$ cat config.mk
export PLATFORM = sky130hd
export DESIGN_NAME = pmsc_status_config
export DESIGN_NICKNAME = d
export VERILOG_FILES = /design/src/common/pmsc_pkg.sv /design/src/common/pmsc_flag_if.sv /design/src/design/pmsc_flag_latch.sv /design/src/design/pmsc_gain_dec.sv /design/src/design/pmsc_status_config.sv
export SDC_FILE = /design/constraint.sdc
export NUM_CORES = 1
export LEC_CHECK = 0
export BUFFER_PORTS_ARGS = -buffer_cell sky130_fd_sc_hd__buf_2
export CAP_MARGIN = 20
export CELL_PAD_IN_SITES_DETAIL_PLACEMENT = 0
export CELL_PAD_IN_SITES_GLOBAL_PLACEMENT = 1
export CORE_ASPECT_RATIO = 0.75
export CORE_MARGIN = 2
export CORE_UTILIZATION = 38
export DETAILED_ROUTE_END_ITERATION = 8
export GPL_ROUTABILITY_DRIVEN = 0
export PLACE_DENSITY_LB_ADDON = 0.1
export REMOVE_ABC_BUFFERS = 1
export SLEW_MARGIN = 20
export SYNTH_ARGS = -nofsm -noshare
export SYNTH_HDL_FRONTEND = slang
export SYNTH_SLANG_ARGS = --single-unit
$ cat constraint.sdc
create_clock -name ref_clk -period 2.9 [get_ports ref_clk]
set_input_delay 0.29 -clock ref_clk [delete_from_list [all_inputs] [get_ports ref_clk]]
set_output_delay 0.29 -clock ref_clk [all_outputs]
set_load 0.05 [all_outputs]
$ cat src/common/pmsc_pkg.sv
// ------------------------------------------------------------
// register map and field layout
// ------------------------------------------------------------
package pmsc_pkg;

   // register addresses seen by the pointer
   localparam logic [15:0] ADDR_STATUS  = 16'h0002;
   localparam logic [15:0] ADDR_VERSION = 16'h0004;
   localparam logic [15:0] ADDR_CONFIG  = 16'h0042;
   localparam logic [15:0] PTR_RESET    = 16'h0000;

   // status bit positions
   localparam int ST_EVENT = 10;
   localparam int ST_REACT = 5;
   localparam int ST_ACT   = 4;
   localparam int ST_OVP   = 3;
   localparam int ST_OVC   = 2;
   localparam int ST_SURGE = 1;
   localparam int ST_SAG   = 0;

   // implemented status bits; everything else reads zero
   localparam logic [15:0] STATUS_MASK = 16'h043F;

   // configuration field positions
   localparam int CF_GAIN1_LSB = 27;
   localparam int CF_GAIN0_LSB = 24;
   localparam int CF_TRIM_LSB  = 16;
   localparam int CF_RST_LSB   = 5;
   localparam int CF_SHDN_LSB  = 3;

   // configuration value after reset and writable bits
   localparam logic [31:0] CFG_RESET = 32'h0042_0000;
   localparam logic [31:0] CFG_WMASK = 32'h3FFF_9CFC;
   localparam logic [7:0]  TRIM_RESET = 8'h42;

   // gain word after reset (gain of one)
   localparam logic [5:0] GAIN_ONE = 6'h01;

   // host commands
   typedef enum logic [1:0] {
      PMSC_OP_SET_PTR,
      PMSC_OP_WRITE,
      PMSC_OP_READ,
      PMSC_OP_CLEAR
   } pmsc_op_t;

endpackage

$ cat src/common/pmsc_flag_if.sv
`timescale 1ns/1ns
// ------------------------------------------------------------
// sticky flag set / clear bundle
// ------------------------------------------------------------
interface pmsc_flag_if #(
   parameter int N = 3
);
   logic [N-1:0] set;
   logic [N-1:0] clr;
   logic [N-1:0] flag;

   modport owner (input set, input clr, output flag);
   modport user  (output set, output clr, input flag);
endinterface

$ cat src/design/pmsc_flag_latch.sv
`timescale 1ns/1ns
// ------------------------------------------------------------
// sticky flags: a set in the clearing cycle wins
// ------------------------------------------------------------
module pmsc_flag_latch #(
   parameter int N = 3
) (
   // clock and reset
   input wire logic   ref_clk,
   input wire logic   rst,
   // flags
   pmsc_flag_if.owner fl
);

   if (N < 1) begin : g_chk
      $error("flag count must be at least one");
   end

   // hold until cleared; new detection overrides clear
   always_ff @(posedge ref_clk) begin
      if (rst) begin
         fl.flag <= '0;
      end else begin
         fl.flag <= fl.set | (fl.flag & ~fl.clr);
      end
   end
endmodule

$ cat src/design/pmsc_gain_dec.sv
`timescale 1ns/1ns
// ------------------------------------------------------------
// amplifier gain decode for one channel
// ------------------------------------------------------------
module pmsc_gain_dec (
   // clock and reset
   input  wire logic       ref_clk,
   input  wire logic       rst,
   // gain code and decoded gain in v/v
   input  wire logic [2:0] code,
   output logic      [5:0] gain
);

   // undefined codes fall back to unity gain
   function automatic logic [5:0] gain_of(input logic [2:0] c);
      logic [5:0] g;
      g = pmsc_pkg::GAIN_ONE;
      if (c <= 3'h5) begin
         g = pmsc_pkg::GAIN_ONE << c;
      end
      return g;
   endfunction

   // registered so the top output comes from a flop
   always_ff @(posedge ref_clk) begin
      if (rst) begin
         gain <= pmsc_pkg::GAIN_ONE;
      end else begin
         gain <= gain_of(code);
      end
   end
endmodule

$ cat src/design/pmsc_status_config.sv
`timescale 1ns/1ns
// Overview of operation
// The event flag in status bit 10 sets on detection and holds until cleared.
// Status bit 5 is 1 for positive (inductive) reactive power, else 0.
// Status bit 4 is 1 for positive (import) active power, else 0.
// Status bit 3 follows the over-power detector live, never latched.
// Status bit 2 follows the over-current detector live.
// Status bit 1 latches a voltage surge until cleared.
// Status bit 0 latches a voltage sag until cleared.
// Status is read-only and bits 15..11 and 9..6 always read zero.
// The version register returns a fixed year-month-day-day date code.
// Each channel's three-bit gain code 0..5 selects gain 1,2,4,8,16,32.
// Gain codes 110 and 111 act as a gain of one.
// The two soft-reset bits alone force converter outputs to zero.
// Each converter has its own shutdown bit; writing 0 re-enables it.
// The drift trim sits in the configuration register, reset 0x42.
// Only the set-pointer command moves the pointer; accesses use it.
// A clear drops a latched flag unless it recurs in the same cycle.
module pmsc_status_config #(
   // date code, value arbitrary
   parameter logic [15:0] VERSION_CODE = 16'h1A27
) (
   // clock and reset
   input  wire logic               ref_clk,
   input  wire logic               rst,

   // host commands from the serial front end
   input  wire logic               cmd_valid,
   input  wire pmsc_pkg::pmsc_op_t cmd_op,
   input  wire logic        [31:0] cmd_data,

   // command answer
   output logic                    rsp_valid,
   output logic             [31:0] rsp_data,
   output logic                    rsp_err,

   // detector inputs, same clock
   input  wire logic               event_detect,
   input  wire logic               voltage_rise_detect,
   input  wire logic               voltage_dip_detect,
   input  wire logic               reactive_power_polarity,
   input  wire logic               active_power_polarity,
   input  wire logic               power_limit_exceeded,
   input  wire logic               current_limit_exceeded,

   // register state
   output logic             [15:0] status_word,
   output logic             [15:0] addr_pointer,

   // front-end controls
   output logic              [5:0] ch0_gain,
   output logic              [5:0] ch1_gain,
   output logic              [1:0] adc_force_zero,
   output logic              [1:0] adc_shutdown,
   output logic              [7:0] reference_drift_trim
);

   // ------------------------------------------------------------
   // parameter checks
   // ------------------------------------------------------------

   // day digits must be decimal and the month a real month
   if (VERSION_CODE[3:0] > 4'h9 || VERSION_CODE[7:4] > 4'h3 ||
       VERSION_CODE[11:8] == 4'h0 || VERSION_CODE[11:8] > 4'hC)
   begin : g_chk
      $error("version code is not a valid date code");
   end

   // ------------------------------------------------------------
   // command decode
   // ------------------------------------------------------------

   logic        do_ptr;
   logic        do_wr;
   logic        do_rd;
   logic        do_clr;
   logic        at_cfg;
   logic        at_status;
   logic        at_version;
   logic [15:0] ptr_q;

   // one-cycle strobes per command kind
   assign do_ptr = cmd_valid && cmd_op == pmsc_pkg::PMSC_OP_SET_PTR;
   assign do_wr  = cmd_valid && cmd_op == pmsc_pkg::PMSC_OP_WRITE;
   assign do_rd  = cmd_valid && cmd_op == pmsc_pkg::PMSC_OP_READ;
   assign do_clr = cmd_valid && cmd_op == pmsc_pkg::PMSC_OP_CLEAR;

   // every access targets the pointer, never cmd_data
   assign at_cfg     = ptr_q == pmsc_pkg::ADDR_CONFIG;
   assign at_status  = ptr_q == pmsc_pkg::ADDR_STATUS;
   assign at_version = ptr_q == pmsc_pkg::ADDR_VERSION;

   // ------------------------------------------------------------
   // address pointer
   // ------------------------------------------------------------

   // only the set-pointer command moves it
   always_ff @(posedge ref_clk) begin
      if (rst) begin
         ptr_q <= pmsc_pkg::PTR_RESET;
      end else if (do_ptr) begin
         ptr_q <= cmd_data[15:0];
      end
   end

   assign addr_pointer = ptr_q;

   // ------------------------------------------------------------
   // live status bits
   // ------------------------------------------------------------

   logic [3:0] live_q;

   // sampled every cycle, nothing held
   always_ff @(posedge ref_clk) begin
      if (rst) begin
         live_q <= 4'h0;
      end else begin
         live_q[3] <= reactive_power_polarity;
         live_q[2] <= active_power_polarity;
         live_q[1] <= power_limit_exceeded;
         live_q[0] <= current_limit_exceeded;
      end
   end

   // ------------------------------------------------------------
   // latched status flags
   // ------------------------------------------------------------

   pmsc_flag_if #(.N(3)) flags ();

   // flag order: 2 event, 1 surge, 0 sag
   assign flags.set[2] = event_detect;
   assign flags.set[1] = voltage_rise_detect;
   assign flags.set[0] = voltage_dip_detect;

   // clear mask uses the status bit positions
   assign flags.clr[2] = do_clr && cmd_data[pmsc_pkg::ST_EVENT];
   assign flags.clr[1] = do_clr && cmd_data[pmsc_pkg::ST_SURGE];
   assign flags.clr[0] = do_clr && cmd_data[pmsc_pkg::ST_SAG];

   pmsc_flag_latch #(
      .N       (3)
   ) u_flags (
      .ref_clk (ref_clk),
      .rst     (rst),
      .fl      (flags)
   );

   // ------------------------------------------------------------
   // status word
   // ------------------------------------------------------------

   // unused positions tied to zero, no write path exists
   always_comb begin
      status_word = 16'h0000;
      status_word[pmsc_pkg::ST_EVENT] = flags.flag[2];
      status_word[pmsc_pkg::ST_REACT] = live_q[3];
      status_word[pmsc_pkg::ST_ACT]   = live_q[2];
      status_word[pmsc_pkg::ST_OVP]   = live_q[1];
      status_word[pmsc_pkg::ST_OVC]   = live_q[0];
      status_word[pmsc_pkg::ST_SURGE] = flags.flag[1];
      status_word[pmsc_pkg::ST_SAG]   = flags.flag[0];
   end

   // ------------------------------------------------------------
   // configuration register
   // ------------------------------------------------------------

   logic [31:0] cfg_q;

   // unimplemented bits are masked so they read back as zero
   always_ff @(posedge ref_clk) begin
      if (rst) begin
         cfg_q <= pmsc_pkg::CFG_RESET;
      end else if (do_wr && at_cfg) begin
         cfg_q <= cmd_data & pmsc_pkg::CFG_WMASK;
      end
   end

   // per-converter bits straight from the register
   assign adc_force_zero = cfg_q[pmsc_pkg::CF_RST_LSB +: 2];
   assign adc_shutdown   = cfg_q[pmsc_pkg::CF_SHDN_LSB +: 2];
   assign reference_drift_trim =
      cfg_q[pmsc_pkg::CF_TRIM_LSB +: 8];

   // ------------------------------------------------------------
   // gain decode per channel
   // ------------------------------------------------------------

   pmsc_gain_dec u_gain0 (
      .ref_clk (ref_clk),
      .rst     (rst),
      .code    (cfg_q[pmsc_pkg::CF_GAIN0_LSB +: 3]),
      .gain    (ch0_gain)
   );

   pmsc_gain_dec u_gain1 (
      .ref_clk (ref_clk),
      .rst     (rst),
      .code    (cfg_q[pmsc_pkg::CF_GAIN1_LSB +: 3]),
      .gain    (ch1_gain)
   );

   // ------------------------------------------------------------
   // read mux
   // ------------------------------------------------------------

   logic [31:0] rd_val;
   logic        rd_hit;

   // unmapped addresses read as zero and flag an error
   always_comb begin
      rd_val = 32'h0000_0000;
      rd_hit = 1'b1;
      if (at_status) begin
         rd_val = {16'h0000, status_word & pmsc_pkg::STATUS_MASK};
      end else if (at_version) begin
         rd_val = {16'h0000, VERSION_CODE};
      end else if (at_cfg) begin
         rd_val = cfg_q;
      end else begin
         rd_hit = 1'b0;
      end
   end

   // ------------------------------------------------------------
   // answer
   // ------------------------------------------------------------

   // one answer per command, one cycle later; status is read-only
   always_ff @(posedge ref_clk) begin
      if (rst) begin
         rsp_valid <= 1'b0;
         rsp_data  <= 32'h0000_0000;
         rsp_err   <= 1'b0;
      end else begin
         rsp_valid <= cmd_valid;
         rsp_data  <= do_rd ? rd_val : 32'h0000_0000;
         rsp_err   <= (do_rd && !rd_hit) ||
                      (do_wr && !at_cfg);
      end
   end
endmodule

==> results.txt <==
Status: finished with violations
Violated checks: DRC
Initial antenna violation count: 0
ANT cells: 0
Gr ovfl total: 0
Clk slew on worst S/H paths: 0.06 ns
Clock sink count: 88
Rows: 29
Root buf cell: clkbuf_16
Synth cell types: 36
Clk buf depth: 2
Worst r2r src: addr_pointer[14]
Setup CP Type: reg -> reg
Flop2flop setup slack: 0.84 ns
Maximum vdd drop: 0.2914 mV
Dpl hpwl: 5.329 mm
Fin crit share: 71.03%
EDFF count, synth: 0
Max_cap viols: 0
Io pins: 134
Initial core utilization: 39.66%
Final core utilization: 48.47%
Fin. Hold Viols: 0
Post-synth ARST share: 0%
Min-delay src: reactive_power_polarity
Fin nets: 487
CP bufs+invs: 1
Tmin final: 2.060 ns
Post-Synthesis Cells: 342
Chip width: 113.2 um
Warnings, synthesis: 0
HP Class: in -> reg
Largest stage delay, worst path: 0.44 ns
CTS tree: yes
Via Count: 2501
Simple-gate portion of the synthesized area: 24.87%
XOR/XNOR Fraction of Synth Area: 0.2579%
DRT Pass-1 Iters: 7
Met2 wire length: 3.206 mm
DRC Markers: 11
CP required: 3.16 ns
Largest net degree at the start of global routing: 80
Power Dens Cells: 597.0 nW/um^2
Crit-path max FO: 24
Number of gates on the worst path with buffers counted: 5
Mean area per synthesized cell: 9.929 um^2
Most frequent cells in the layout: buf_2, dfxtp_1, nand2b_1, nand2_1, mux2i_1
Port bufs: 117
Post-synthesis mux area share: 7.074%
DRT met1 WL: 3.685 mm
Detail Route met3 WL: 619 um
Peak Freq: 485.5 MHz
Flops & latches, synth: 88
Startpoint types: flip-flop
Kind of end point of the critical path: flip-flop
Layout area overhead: 22.22%
TritonCTS Buffers: 9
Largest family of logic cells by synthesized area: simple AND/OR/NAND/NOR gates
Post-CTS Setup Repair Bufs: 0
Die Height: 85.87 um
CTS hold repair buffers: 0
CTS H-tree lvls: 3
Compound-Gate Fraction of Synth Area: 6.374%
Worst R2R Path Depth: 5
Top FF cell, synth: dfxtp_1
Endpoints failing setup: 0
Max transition margin: 50.48%
Post_cts resized: 0
Wirelength per Cell: 13.77 um
Initial DRC Count: 149
Hold EP: live_q[3]
Setup TNS: 0 ns
RSZ-0062 raised after global routing: no
Worst-path cell chain: nor4_2, and4_1, nor4b_4, buf_4, mux2i_1
Antenna-violating nets left: 0
Critical R2R Capture: cfg_q[6]
Gr usage total: 15.78%
Share of layout cells above drive strength 1: 31.39%
Total routed wirelength: 7.626 mm
Final slew viol count: 0
Vias per std cell: 4.514
Full die area: 9716 um^2
Worst Hold Path Cells: 2
Max Clock Skew: 0.006932 ns
Max Used Layer: met4
Slowest cell on crit path: buf_4
Latest clock arrival within the worst-skew pair: 0.34 ns
Core ar.: 8563 um^2
Register area share after synthesis: 51.88%
Pleak: 1.887 nW
Most common cell after layout, fill and taps aside: buf_2
Largest delay share family, worst path: simple AND/OR/NAND/NOR gates
Vias in the first global route: 2242
Synthesized area: 3396 um^2
Worst Max-Slew Pin Slew: 0.7371 ns
Crit path DAT: 2.32 ns
Adder-cell share of the synthesized area: 0%
Global-route wire length before repair: 11.71 mm
## report_power, final
| part | total, W | internal (W) | leakage [nW] | switching [W] |
|---|---|---|---|---|
| logic | 0.000219 | 0.0000619 | 1.05 | 0.000157 |
| registers | 0.00124 | 0.00122 | 0.712 | 0.0000129 |
| clock network | 0.00102 | 0.000593 | 0.126 | 0.000429 |
| total | 0.00248 | 0.00188 | 1.89 | 0.000598 |
## metrics by stage
stage               cell area (um^2)  total power (W)  hold slack [ns]  cells  setup WS (ns)
finish                          4150         0.002478           0.1606    554         0.8402
global route                    4150         0.002580           0.1562    554         0.6620
CTS                             4150         0.002522           0.1486    554         0.8336
detailed placement              3895         0.001484           0.4461    540         0.8491
global placement                3895         0.001483           0.4356    540         0.8909
floorplan                       3139         0.001406           0.3591    311         0.1790
## cell usage after synthesis (all sizes together) (2+ instances only)
cell type	count	area, um^2
dfxtp	88	1762
nand2b	46	287.8
nand2	38	142.6
buf	31	256.5
mux2i	24	240.2
a21oi	21	105.1
and2	19	118.9
clkbuf	13	48.80
nor2	13	48.80
nor3	8	45.04
a21o	4	30.03
inv	4	15.01
nor2b	4	25.02
nor4b	4	50.05
a22o	3	26.28
nor4	3	46.29
and3	2	12.51
nand3	2	10.01
o221a	2	22.52
o31ai	2	15.01
or3	2	12.51
## worst max path at each step
stage | from | endpoint | slack (ns)
detailed placement | addr_pointer[14] | cfg_q[17] | 0.85
global route | addr_pointer[14] | cfg_q[19] | 0.66
floorplan | addr_pointer[1] | cfg_q[10] | 0.18
finish | addr_pointer[14] | cfg_q[6] | 0.84
global placement | addr_pointer[14] | cfg_q[28] | 0.89
CTS | addr_pointer[14] | cfg_q[17] | 0.83
## layer usage
layer	vias to the layer above	GRT usage [%]
met5	-	0
met4	0	5.654
met3	11	6.148
met2	81	21.83
met1	1121	22.24
li1	1288	-
## layout make-up
| cell class | count | area [um^2] |
|---|---|---|
| Clock buffer | 13 | 250.2 |
| Multi-Input combinational cell | 219 | 1368 |
| Fill cell | 872 | 4413 |
| Timing Repair Buffer | 121 | 615.6 |
| Inverter | 4 | 15.01 |
| Clock inverter | 1 | 5.005 |
| Sequential cell | 88 | 1762 |
| Tap cell | 108 | 135.1 |
## logic make-up (layout without fill, tap and decap cells)
group / after synthesis / after routing
AO/OA/AOI/OAI: 34 / 34
XOR/XNOR: 1 / 1
buffers and inverters: 48 / 139
flip-flops: 88 / 88
multiplexers: 24 / 24
other: 1 / 14
AND/OR/NAND/NOR: 146 / 146
## worst register-to-register path: stages, from the launching register on
cell and delay [ns]:
dfxtp_1 0.33, nor4_2 0.42, and4_1 0.34, nor4b_4 0.21
buf_4 0.44, mux2i_1 0.26
## registers in the layout, indices dropped and copies added (netlist names)
signal,cells
rsp_err,1
rsp_data,27
live_q,4
rsp_valid,1
addr_pointer,16
u_flags.fl.flag,3
u_gain1.gain,6
cfg_q,24
u_gain0.gain,6
Note: power is estimated with default switching activity, not from simulation.
